## src/hdl/dwb_pkg.sv

```systemverilog
// dwb_pkg: constants, register map and carrier types of the write burst path
// assumes a 32-bit AHB-Lite register bus and a 16-bit data lane pair on the memory pins
package dwb_pkg;

    ////////////////////////////////////////////////////////////////////////////////
    // register byte offsets
    localparam logic [7:0] OFS_MODE      = 8'h00;
    localparam logic [7:0] OFS_STATUS    = 8'h04;
    localparam logic [7:0] OFS_MEM_INDEX = 8'h08;
    localparam logic [7:0] OFS_MEM_DATA  = 8'h0c;

    // mode_reg field positions
    localparam int CAS_LSB = 0;
    localparam int BL8_BIT = 3;
    localparam int AL_LSB  = 4;
    localparam int WR_LSB  = 9;

    // mode_reg reset values
    localparam logic [2:0] CAS_RST = 3'h3;
    localparam logic [2:0] AL_RST  = 3'h0;
    localparam logic       BL8_RST = 1'b0;
    localparam logic [2:0] WR_RST  = 3'h3;

    // status field positions
    localparam int ST_CUR_BIT   = 4;
    localparam int ST_NXT_BIT   = 5;
    localparam int ST_REC_BIT   = 6;
    localparam int ST_COUNT_LSB = 8;

    ////////////////////////////////////////////////////////////////////////////////
    // burst geometry
    localparam logic [3:0] BURST_SHORT   = 4'h4;
    localparam logic [3:0] BURST_LONG    = 4'h8;
    localparam logic [3:0] INTERRUPT_GAP = 4'h2;
    localparam int         BANKS         = 4;
    localparam int         LANES         = 2;
    localparam int         MEM_DEPTH     = 16;
    localparam int         AP_BIT        = 10;

    localparam logic [1:0] HTRANS_NONSEQ = 2'h2;

    ////////////////////////////////////////////////////////////////////////////////
    // memory pins as one group, strobe[0] / dm[0] / dq[7:0] are the lower byte
    typedef struct packed {
        logic        ck;
        logic        cs_n;
        logic        ras_n;
        logic        cas_n;
        logic        we_n;
        logic [1:0]  bank;
        logic [13:0] addr;
        logic [1:0]  strobe;
        logic [15:0] dq;
        logic [1:0]  dm;
    } dwb_pin_type;

    // one accepted write burst
    typedef struct packed {
        logic       valid;
        logic       ap;
        logic       bl8;
        logic [1:0] bank;
        logic [3:0] col;
        logic [3:0] edges;
        logic       armed;
        logic [3:0] limit;
    } dwb_slot_type;

    typedef struct packed {
        logic [2:0] wr;
        logic [2:0] al;
        logic       bl8;
        logic [2:0] cas;
    } dwb_mode_type;

endpackage : dwb_pkg

```

## src/hdl/dwb_write_path.sv

```systemverilog
// dwb_write_path: write burst path of a DDR2 memory with an AHB-Lite register slave
// assumes all memory pins come from outside the clk domain; ck is slow enough to sample
//
// Contract
// - write latency equals read latency (cas plus additive) minus one clock
// - write with auto precharge closes its row after burst and recovery
// - first element on first rising strobe, later elements on every strobe edge
// - after a burst with nothing pending, data pins stay undriven, input ignored
// - burst of eight without auto precharge truncated only by write at four
// - interrupting write may use any bank, row and auto precharge choice
// - auto precharge select bit low disables, high enables auto precharge
// - lower byte strobe times lower byte, upper byte strobe times upper byte
//
// The implementer's own choices: the placing of the registers and the AHB-Lite interface to the registers.
`timescale 1ns/1ps
module dwb_write_path
    import dwb_pkg::*;
(
    input  wire logic        clk,
    input  wire logic        rst,
    input  wire logic        hsel,
    input  wire logic [31:0] haddr,
    input  wire logic [1:0]  htrans,
    input  wire logic        hwrite,
    input  wire logic [2:0]  hsize,
    input  wire logic [31:0] hwdata,
    input  wire logic        hready,
    output logic             hreadyout,
    output logic             hresp,
    output logic [31:0]      hrdata,
    input  wire logic        ck,
    input  wire logic        chip_sel_n,
    input  wire logic        row_strobe_n,
    input  wire logic        col_strobe_n,
    input  wire logic        write_en_n,
    input  wire logic [1:0]  bank_addr,
    input  wire logic [13:0] addr,
    input  wire logic        lower_byte_strobe,
    input  wire logic        upper_byte_strobe,
    input  wire logic [15:0] dq_in,
    input  wire logic [1:0]  data_mask_input,
    output logic [15:0]      dq_out,
    output logic [15:0]      dq_oe_n
);

    ////////////////////////////////////////////////////////////////////////////////
    // pin synchronisers, the second stage feeds everything
    dwb_pin_type pin_raw, sync1_reg, sync2_reg;
    logic        ck_d_reg;
    logic [1:0]  strobe_d_reg;

    assign pin_raw = '{ck, chip_sel_n, row_strobe_n, col_strobe_n, write_en_n, bank_addr,
                       addr, {upper_byte_strobe, lower_byte_strobe}, dq_in, data_mask_input};

    always_ff @(posedge clk) begin
        sync1_reg    <= pin_raw;
        sync2_reg    <= sync1_reg;
        ck_d_reg     <= rst ? 1'b0 : sync2_reg.ck;
        strobe_d_reg <= rst ? 2'h0 : sync2_reg.strobe;
    end

    // command decode on each detected ck rise
    logic       ck_rise, cmd_write, cmd_activate;
    logic [3:0] wl_m1;
    dwb_mode_type mode_reg, mode_next;

    assign ck_rise      = sync2_reg.ck & ~ck_d_reg;
    assign cmd_write    = ck_rise & ~sync2_reg.cs_n & sync2_reg.ras_n & ~sync2_reg.cas_n
                          & ~sync2_reg.we_n;
    assign cmd_activate = ck_rise & ~sync2_reg.cs_n & ~sync2_reg.ras_n & sync2_reg.cas_n
                          & sync2_reg.we_n;
    assign wl_m1 = 4'({1'b0, mode_reg.cas} + {1'b0, mode_reg.al}) - 4'h2;

    ////////////////////////////////////////////////////////////////////////////////
    // burst slots: current burst and one queued or interrupting burst
    dwb_slot_type cur_reg, cur_next, nxt_reg, nxt_next, new_slot;
    logic [3:0]   cnt_reg [LANES];
    logic [3:0]   cnt_next [LANES];
    logic [LANES-1:0] cap, lane_we;
    logic         done, trunc;
    logic [7:0]   bursts_reg, bursts_next;

    assign done = cur_reg.valid && cnt_reg[0] == cur_reg.limit && cnt_reg[1] == cur_reg.limit;
    assign new_slot = '{valid: 1'b1, ap: sync2_reg.addr[AP_BIT], bl8: mode_reg.bl8,
                        bank: sync2_reg.bank, col: sync2_reg.addr[3:0], edges: 4'h0,
                        armed: wl_m1 == 4'h0,
                        limit: mode_reg.bl8 ? BURST_LONG : BURST_SHORT};

    // slot sequencing: age, retire, accept
    always_comb begin
        cur_next    = cur_reg;
        nxt_next    = nxt_reg;
        bursts_next = bursts_reg;
        trunc       = 1'b0;
        if (ck_rise) begin
            if (cur_next.valid && !cur_next.armed) begin
                cur_next.edges = cur_next.edges + 4'h1;
                cur_next.armed = cur_next.edges == wl_m1;
            end else if (cur_next.valid) begin
                cur_next.edges = cur_next.edges + 4'h1;
            end
            if (nxt_next.valid && !nxt_next.armed) begin
                nxt_next.edges = nxt_next.edges + 4'h1;
                nxt_next.armed = nxt_next.edges == wl_m1;
            end
        end
        if (done) begin
            cur_next       = nxt_next;
            nxt_next.valid = 1'b0;
            bursts_next    = bursts_reg + 8'h1;
        end
        if (cmd_write) begin
            if (!cur_next.valid) begin
                cur_next = new_slot;
            end else if (!nxt_next.valid) begin
                // long burst without auto precharge, hit two clocks in: cut at four
                if (cur_next.bl8 && !cur_next.ap && cur_next.edges == INTERRUPT_GAP
                    && cnt_reg[0] <= BURST_SHORT && cnt_reg[1] <= BURST_SHORT) begin
                    cur_next.limit = BURST_SHORT;
                    trunc          = 1'b1;
                end
                nxt_next = new_slot;
            end
        end
    end

    always_ff @(posedge clk) begin
        if (rst) begin
            cur_reg    <= '0;
            nxt_reg    <= '0;
            bursts_reg <= 8'h0;
        end else begin
            cur_reg    <= cur_next;
            nxt_reg    <= nxt_next;
            bursts_reg <= bursts_next;
        end
    end

    ////////////////////////////////////////////////////////////////////////////////
    // per byte lane capture into the array
    logic [7:0] mem_reg [LANES][MEM_DEPTH];
    logic [3:0] mem_index_reg, mem_index_next;

    for (genvar l = 0; l < LANES; l++) begin : g_lane
        logic rise, edge_any;
        assign rise     = sync2_reg.strobe[l] & ~strobe_d_reg[l];
        assign edge_any = sync2_reg.strobe[l] ^ strobe_d_reg[l];
        // own strobe only, first element needs a rising edge
        assign cap[l] = cur_reg.valid && cur_reg.armed && cnt_reg[l] < cur_reg.limit
                        && (cnt_reg[l] == 4'h0 ? rise : edge_any);
        assign lane_we[l] = cap[l] & ~sync2_reg.dm[l];

        always_comb begin
            cnt_next[l] = cnt_reg[l];
            if (done) begin
                cnt_next[l] = 4'h0;
            end else if (cap[l]) begin
                cnt_next[l] = cnt_reg[l] + 4'h1;
            end
        end

        always_ff @(posedge clk) begin
            cnt_reg[l] <= rst ? 4'h0 : cnt_next[l];
            if (lane_we[l]) begin
                mem_reg[l][cur_reg.col + cnt_reg[l]] <= sync2_reg.dq[8*l +: 8];
            end
        end
    end

    // data pins are input only in this path
    assign dq_out  = 16'h0000;
    assign dq_oe_n = 16'hffff;

    ////////////////////////////////////////////////////////////////////////////////
    // per bank row state and auto precharge recovery countdown
    logic [BANKS-1:0] bank_open, rec_busy, pre_fire;

    for (genvar b = 0; b < BANKS; b++) begin : g_bank
        logic       open_reg, open_next, busy_reg, busy_next;
        logic [2:0] rec_reg, rec_next;
        assign pre_fire[b] = busy_reg && ck_rise && rec_reg <= 3'h1;

        always_comb begin
            open_next = open_reg;
            busy_next = busy_reg;
            rec_next  = rec_reg;
            if (busy_reg && ck_rise) begin
                rec_next = rec_reg - 3'h1;
            end
            if (pre_fire[b]) begin
                busy_next = 1'b0;
                open_next = 1'b0;
            end
            if (done && cur_reg.ap && cur_reg.bank == 2'(b)) begin
                busy_next = 1'b1;
                rec_next  = mode_reg.wr;
            end
            if (cmd_activate && sync2_reg.bank == 2'(b)) begin
                open_next = 1'b1;
            end
        end

        always_ff @(posedge clk) begin
            open_reg <= rst ? 1'b0 : open_next;
            busy_reg <= rst ? 1'b0 : busy_next;
            rec_reg  <= rst ? 3'h0 : rec_next;
        end

        assign bank_open[b] = open_reg;
        assign rec_busy[b]  = busy_reg;
    end

    ////////////////////////////////////////////////////////////////////////////////
    // AHB-Lite slave, zero wait states, read data registered in the address phase
    logic        ahb_go, wpend_reg, wpend_next;
    logic [7:0]  waddr_reg, waddr_next;
    logic [31:0] rd_mux, hrdata_reg, hrdata_next;

    assign ahb_go    = hsel && hready && htrans == HTRANS_NONSEQ;
    assign hreadyout = 1'b1;
    assign hresp     = 1'b0;
    assign hrdata    = hrdata_reg;

    // register read decode, unmapped reads return zero
    always_comb begin
        rd_mux = 32'h0;
        unique case (haddr[7:0])
            OFS_MODE: begin
                rd_mux[CAS_LSB +: 3] = mode_reg.cas;
                rd_mux[BL8_BIT]      = mode_reg.bl8;
                rd_mux[AL_LSB +: 3]  = mode_reg.al;
                rd_mux[WR_LSB +: 3]  = mode_reg.wr;
            end
            OFS_STATUS: begin
                rd_mux[BANKS-1:0]         = bank_open;
                rd_mux[ST_CUR_BIT]        = cur_reg.valid;
                rd_mux[ST_NXT_BIT]        = nxt_reg.valid;
                rd_mux[ST_REC_BIT]        = |rec_busy;
                rd_mux[ST_COUNT_LSB +: 8] = bursts_reg;
            end
            OFS_MEM_INDEX: rd_mux[3:0] = mem_index_reg;
            OFS_MEM_DATA:  rd_mux[15:0] = {mem_reg[1][mem_index_reg], mem_reg[0][mem_index_reg]};
            default:       rd_mux = 32'h0;
        endcase
    end

    // bus next state: latch write address, apply write data in data phase
    always_comb begin
        wpend_next     = ahb_go && hwrite;
        waddr_next     = haddr[7:0];
        hrdata_next    = (ahb_go && !hwrite) ? rd_mux : hrdata_reg;
        mode_next      = mode_reg;
        mem_index_next = mem_index_reg;
        if (wpend_reg && waddr_reg == OFS_MODE) begin
            mode_next = '{wr: hwdata[WR_LSB +: 3], al: hwdata[AL_LSB +: 3],
                          bl8: hwdata[BL8_BIT], cas: hwdata[CAS_LSB +: 3]};
        end
        if (wpend_reg && waddr_reg == OFS_MEM_INDEX) begin
            mem_index_next = hwdata[3:0];
        end
    end

    always_ff @(posedge clk) begin
        if (rst) begin
            wpend_reg     <= 1'b0;
            waddr_reg     <= 8'h0;
            hrdata_reg    <= 32'h0;
            mode_reg      <= '{wr: WR_RST, al: AL_RST, bl8: BL8_RST, cas: CAS_RST};
            mem_index_reg <= 4'h0;
        end else begin
            wpend_reg     <= wpend_next;
            waddr_reg     <= waddr_next;
            hrdata_reg    <= hrdata_next;
            mode_reg      <= mode_next;
            mem_index_reg <= mem_index_next;
        end
    end
endmodule : dwb_write_path

```

## config.mk

```make
export PLATFORM = sky130hd
export DESIGN_NAME = dwb_write_path
export DESIGN_NICKNAME = d
export VERILOG_FILES = /design/src/hdl/dwb_pkg.sv /design/src/hdl/dwb_write_path.sv
export SDC_FILE = /design/constraint.sdc
export NUM_CORES = 1
export LEC_CHECK = 0
export BUFFER_PORTS_ARGS = -buffer_cell sky130_fd_sc_hd__clkbuf_2
export CAP_MARGIN = 20
export CORE_UTILIZATION = 30
export CTS_CLUSTER_DIAMETER = 30
export DETAILED_ROUTE_END_ITERATION = 8
export SLEW_MARGIN = 30
export SYNTH_ARGS = -nofsm -noshare
export SYNTH_HDL_FRONTEND = slang
export SYNTH_SLANG_ARGS = --single-unit
```

## constraint.sdc

```tcl
create_clock -name clk -period 4.7 [get_ports clk]
set_clock_uncertainty 0.1 [all_clocks]
set_input_delay 0.47 -clock clk [delete_from_list [all_inputs] [get_ports clk]]
set_output_delay 0.47 -clock clk [all_outputs]
set_load 0.05 [all_outputs]
```

; ---- Yosys cells after proc, flatten, opt, wreduce, memory -nomap -nowiden
; Memory sizes are Yosys's and may differ from the RTL's.
; Cells that the tools add are included.
[totals]
register_bits = 182
ram_bits = 264
in_bits = 115
output_inout_bits = 66
wordCells = 258
mem_count = 2
[classes]
add_sub_neg = 13
n_lt_le_gt_ge = 13
n_eq_ne = 16
mux = 65
bitwise = 27
reduce_logical = 63
[mem_list]
columns = name, words, width, read_ports, rd_clocked_by_memory_dff, wr, line
row1 = mem_reg, 2, 128, 2, 0, 2, dwb_write_path.sv:141  ; logic [7:0] mem_reg [LANES][MEM_DEPTH];
row2 = cnt_reg, 2, 4, 2, 0, 2, dwb_write_path.sv:77  ; logic [3:0] cnt_reg [LANES];
[op_table]
columns = op, count
row1 = 128-bit two-way mux, 2
row2 = 18-bit two-way mux, 4
row3 = 8-bit binary-select mux with 4-bit select, 2
row4 = 8-bit demux with 4-bit select, 2
row5 = 4-bit two-way mux, 12
row6 = 8-bit two-way mux, 6
row7 = 1-bit logical AND, 38
row8 = 8-bit by 4-bit == test with 1-bit output (second input constant), 3
row9 = 3-bit two-way mux, 8
row10 = 2-bit nonzero test, 12
row11 = 1-bit two-way mux, 19
row12 = 3-bit one-hot mux with 3 select lines, 2
row13 = 17-bit two-way mux, 1
row14 = 4-bit by 1-bit adder with 4-bit output (second input constant), 4
row15 = 4-bit == test, 4
row16 = 8-bit zero test, 2
row17 = 4-bit one-hot mux with 4 select lines, 1
row18 = 5-bit >= comparator (second input constant), 3
row19 = 5-bit two-way mux, 3
row20 = 4-bit NOT with 5-bit output, 3
row21 = 13-bit two-way mux, 1
row22 = 1-bit AND, 12
row23 = 3-bit by 1-bit less-or-equal comparator with 1-bit output (second input constant), 4
row24 = 4-bit zero test, 3
row25 = 20 further kinds, 46

; ---- Depth between registers and ports, before layout
[logic_depth]
ltp_word = 15
ltp_mapped = 11
depth_no_buf = 11

; ---- Worst setup path before layout
; No wires, ideal clock.
[synth_timing]
kind = register to register
start = memory cnt_reg[1][1], in the netlist cnt_reg[0][5]
end = memory mem_reg[0][144] (netlist name) (enable)
setup_ns = 0.383
arrival_time_ns = 2.450
required_ns = 4.217
slack_ns = 1.767
stages_incl_launch_ff = 8
path_buffers = 1
period_less_slack_ns = 2.933
path_cell_list = dfxtp_1 ha_1 nor2b_1 o21a_1 o21a_1 or4_1 clkbuf_1 nor3_1
[synth_rtl]
columns = item, line
row1 = start: declaration, dwb_write_path.sv:77
row2 = end: declaration, dwb_write_path.sv:141

==> summary.txt <==
GRT
  – GRT Overall Usage: between 10% and 20%
  – Grt ovf: 0
  – First-pass GRT wire length: just over 60 mm
  – Vias in the first global route: between 10000 and 15000
  – Initial antenna violation count: 0
  – Largest net degree at the start of global routing: 54

Floorplanning
  – Die height: 242 um
  – Core ar.: 0.0567 sq mm
  – Die span in x: between 200 and 250 um
  – Full die area: roughly 0.059 sq mm
  – Ports: 181
  – Initial Utilization: 30.5%
  – Num rows: 87

Critical path
  – CP Class: reg2reg
  – RR Startpoint: cnt_reg[0][0]
  – Worst-path fanout max: 8
  – Worst R2R Setup Slack: 1.44 ns
  – Crit path from: cnt_reg[0][0]
  – Crit start category: register
  – Worst path slowest cell: or4_1
  – Reg-to-Reg End: mem_reg[0][55]
  – Crit path capture: mem_reg[0][55]
  – CP endpoint kind: register
  – Buf/Inv on CP: 2
  – Crit-path cells: inv_1, ha_1, or3b_1, nand2_1, o211ai_1, or4_1, nor3_1, buf_4
  – WP depth: 8
  – CP required: around 4.9 ns
  – Largest stage delay, worst path: 0.65 ns
  – Crit-path leading delay family: simple AND/OR/NAND/NOR gates
  – Worst R2R Path Depth: 8
  – Worst Path Arrival: about 3.5 ns

Logic synthesis
  – Ys flop type: edfxtp_1
  – Async SR Flop Fraction: 0%
  – Mapped Avg Cell Area: about 15 sq um
  – Register area share after synthesis: between 60 and 70%
  – Post-synth EDFFs: between 200 and 300
  – Post-Synthesis Cells: 1177
  – Syn. warnings: 0
  – Seq cells post-synth: roughly 430
  – Netlist cell types: 67
  – Area of the mapped netlist: between 0.015 and 0.02 sq mm

Cells and area
  – Most frequent cells in the layout: edfxtp_1 (256), dfxtp_1 (173), clkbuf_16 (91)
  – Largest register FFs: 256
  – Nets@finish: roughly 1500
  – Storage cell area: 0.0112 sq mm
  – Most common cell after layout, fill and taps aside: edfxtp_1
  – Diode count: 0
  – Multi-input gate area: around 0.0055 sq mm
  – Fill cell count: about 5200
  – Layout cells sized above 1: ~25%
  – Area growth from synthesis to layout: 29.1%

Placed design
  – Dpl hpwl: about 25 mm
  – Setup WS pre-CTS: ~1.4 ns
  – IO Port Bufs: 72
  – Gpl congestion: 0.819

Power and ir drop
  – Net Sw Frac: about a fifth
  – Max IR drop VDD: roughly 0.31 mV
  – Register share of total power: between 30% and 40%
  – Clk pwr share: about three fifths
  – Pwr Density: 497 mW/mm^2
  – Gate power share: under 10%
  – Leakage power: ~8.0 nW
  – Internal: between 0.008 and 0.009 W
  – Switching power of the nets: approximately 0.0023 W
  – Total power: 0.0111 W

Timing
  – Period utilisation layout: 69.4%
  – FMAX: ~300 MHz
  – Worst rel slew slack: 37.4%
  – Final setup vio count: 0
  – Hold Fails Final Rpt: 0
  – Setup TNS: 0 ns
  – Setup ws final: roughly 1.4 ns
  – Tmin final: between 3 and 4 ns
  – Final Max Tran Viols: 0
  – RSZ-0062 raised after global routing: no
  – Worst Tran Pin Value: ~0.94 ns

Clocking
  – CTS clk-pin slew, worst paths: ~0.040 ns
  – Clock Latency Late Sink: approximately 0.64 ns
  – CTS buffer count: 91
  – H-tree levels: 3
  – Sink Count: 431
  – Clock Root Buffer: clkbuf_16
  – Clk buf depth: 3
  – CTS tree: done

Min path
  – Worst hold path class: in2reg

Outcome
  – Status: finished, final reports clean

Routing
  – 1st-pass router iterations: 5
  – Routed wire length: 38.2 mm
  – Antenna Nets Post-Route: 0
  – Drt drc: 0
  – Via density: about 4.6
  – DR iter-0 viols: 506
  – Vias: 10270
  – Wire per inst: around 17 um

Job
  – Max cap viols: 0
==> cell families (layout without fill, tap and decap cells) <==
| group | count (synthesis) | after routing | share of synthesized area [%] |
|---|---|---|---|
| xor+xnor | 39 | 39 | 2.13 |
| buf+inv | 147 | 375 | 4.48 |
| mux | 123 | 123 | 12.6 |
| fa+ha+maj | 39 | 39 | 2.94 |
| flops | 431 | 431 | 64.7 |
| compound gates | 131 | 131 | 5.19 |
| other cells | 2 | 50 | 0.0434 |
| simple gates | 265 | 265 | 7.91 |
==> power groups by stage <==
stage	sequential, W	clock, W	combinational (W)
floorplan	0.00414	0	0.000175
global placement	0.00416	0	0.000181
detailed placement	0.00416	0	0.000182
CTS	0.00410	0.00693	0.000213
global route	0.00410	0.00713	0.000227
finish	0.00410	0.00680	0.000213
==> cells in the mapped netlist (5+ instances only) <==
cell type	instances	area, sq um
nand2_1	58	218
clkbuf_1	27	101
o31ai_1	5	37.5
a22oi_1	15	113
a21oi_1	27	135
nor2_1	66	248
a211oi_1	9	67.6
nand4b_1	8	70.1
a311oi_1	9	78.8
buf_2	13	65.1
mux2_2	10	113
buf_4	55	413
inv_1	43	161
nor2b_1	19	119
mux2i_1	38	380
edfxtp_1	256	7690
o22ai_1	15	93.8
ha_1	35	438
dfxtp_1	175	3500
nand3_1	20	100
or3_1	8	50.1
o211ai_1	5	37.5
nor3_1	46	230
or4_1	5	37.5
nand3b_1	6	45.0
buf_1	7	26.3
xnor2_1	22	193
mux4_2	75	1690
nand4_1	5	31.3
xor2_1	15	131
o21ai_0	21	105
==> per-stage QoR <==
| step | util, % | std cells | hold WS (ns) | cell area [sq um] |
|---|---|---|---|---|
| floorplan | - | 1225 | 0.210 | 17500 |
| global placement | 32.6 | 1991 | 0.212 | 18500 |
| detailed placement | 32.6 | 1991 | 0.212 | 18500 |
| CTS | 39.3 | 2208 | 0.0326 | 22300 |
| global route | 39.4 | 2209 | 0.0535 | 22300 |
| finish | 39.4 | 2209 | 0.0714 | 22300 |
==> metal layers <==
layer	vias to the layer above	GRT usage (%)	wire length, um
met1	5140	17.3	17400
met4	0	4.95	868
li1	4779	-	-
met2	286	21.5	18000
met5	-	0	0
met3	65	3.31	1900
==> how the worst min path moves through the flow <==
stage                              from               end  slack, ns  cells past startpoint
final                         hwdata[2]  mem_index_reg[2]       0.07                      3
after global routing          hwdata[2]  mem_index_reg[2]       0.05                      3
after CTS                     hwdata[2]  mem_index_reg[2]       0.03                      3
after detailed placement   sync1_reg[3]      sync2_reg[3]       0.21                      0
after global placement    sync1_reg[15]     sync2_reg[15]       0.21                      0
after floorplan           sync1_reg[21]      new_slot[10]       0.21                      0
==> worst reg2reg max path: cells and delay by family (launching register included) <==
| kind | cells | cell delay (ns) |
|---|---|---|
| AO/OA/AOI/OAI | 1 | 0.22 |
| adder cells (fa/ha/maj) | 1 | 0.17 |
| buffers and inverters | 2 | 0.39 |
| flip-flops | 1 | 0.34 |
| AND/OR/NAND/NOR | 4 | 1.73 |
==> layout make-up <==
class                   count  area share [%]
flip-flops and latches    431            50.1
multi-input cells         647            24.7
clock inverters            58            4.01
clock buffers             112            11.0
repair buffers            160            5.22
inverters                  45           0.756
well taps                 756            4.24
==> what timing repair did <==
item,CTS,global route
setup buffers,0,0
hold buffers,47,0
endpoints found under the hold margin,47,0
resized for setup,0,0
No activity file was read; power rests on OpenSTA's default activity.
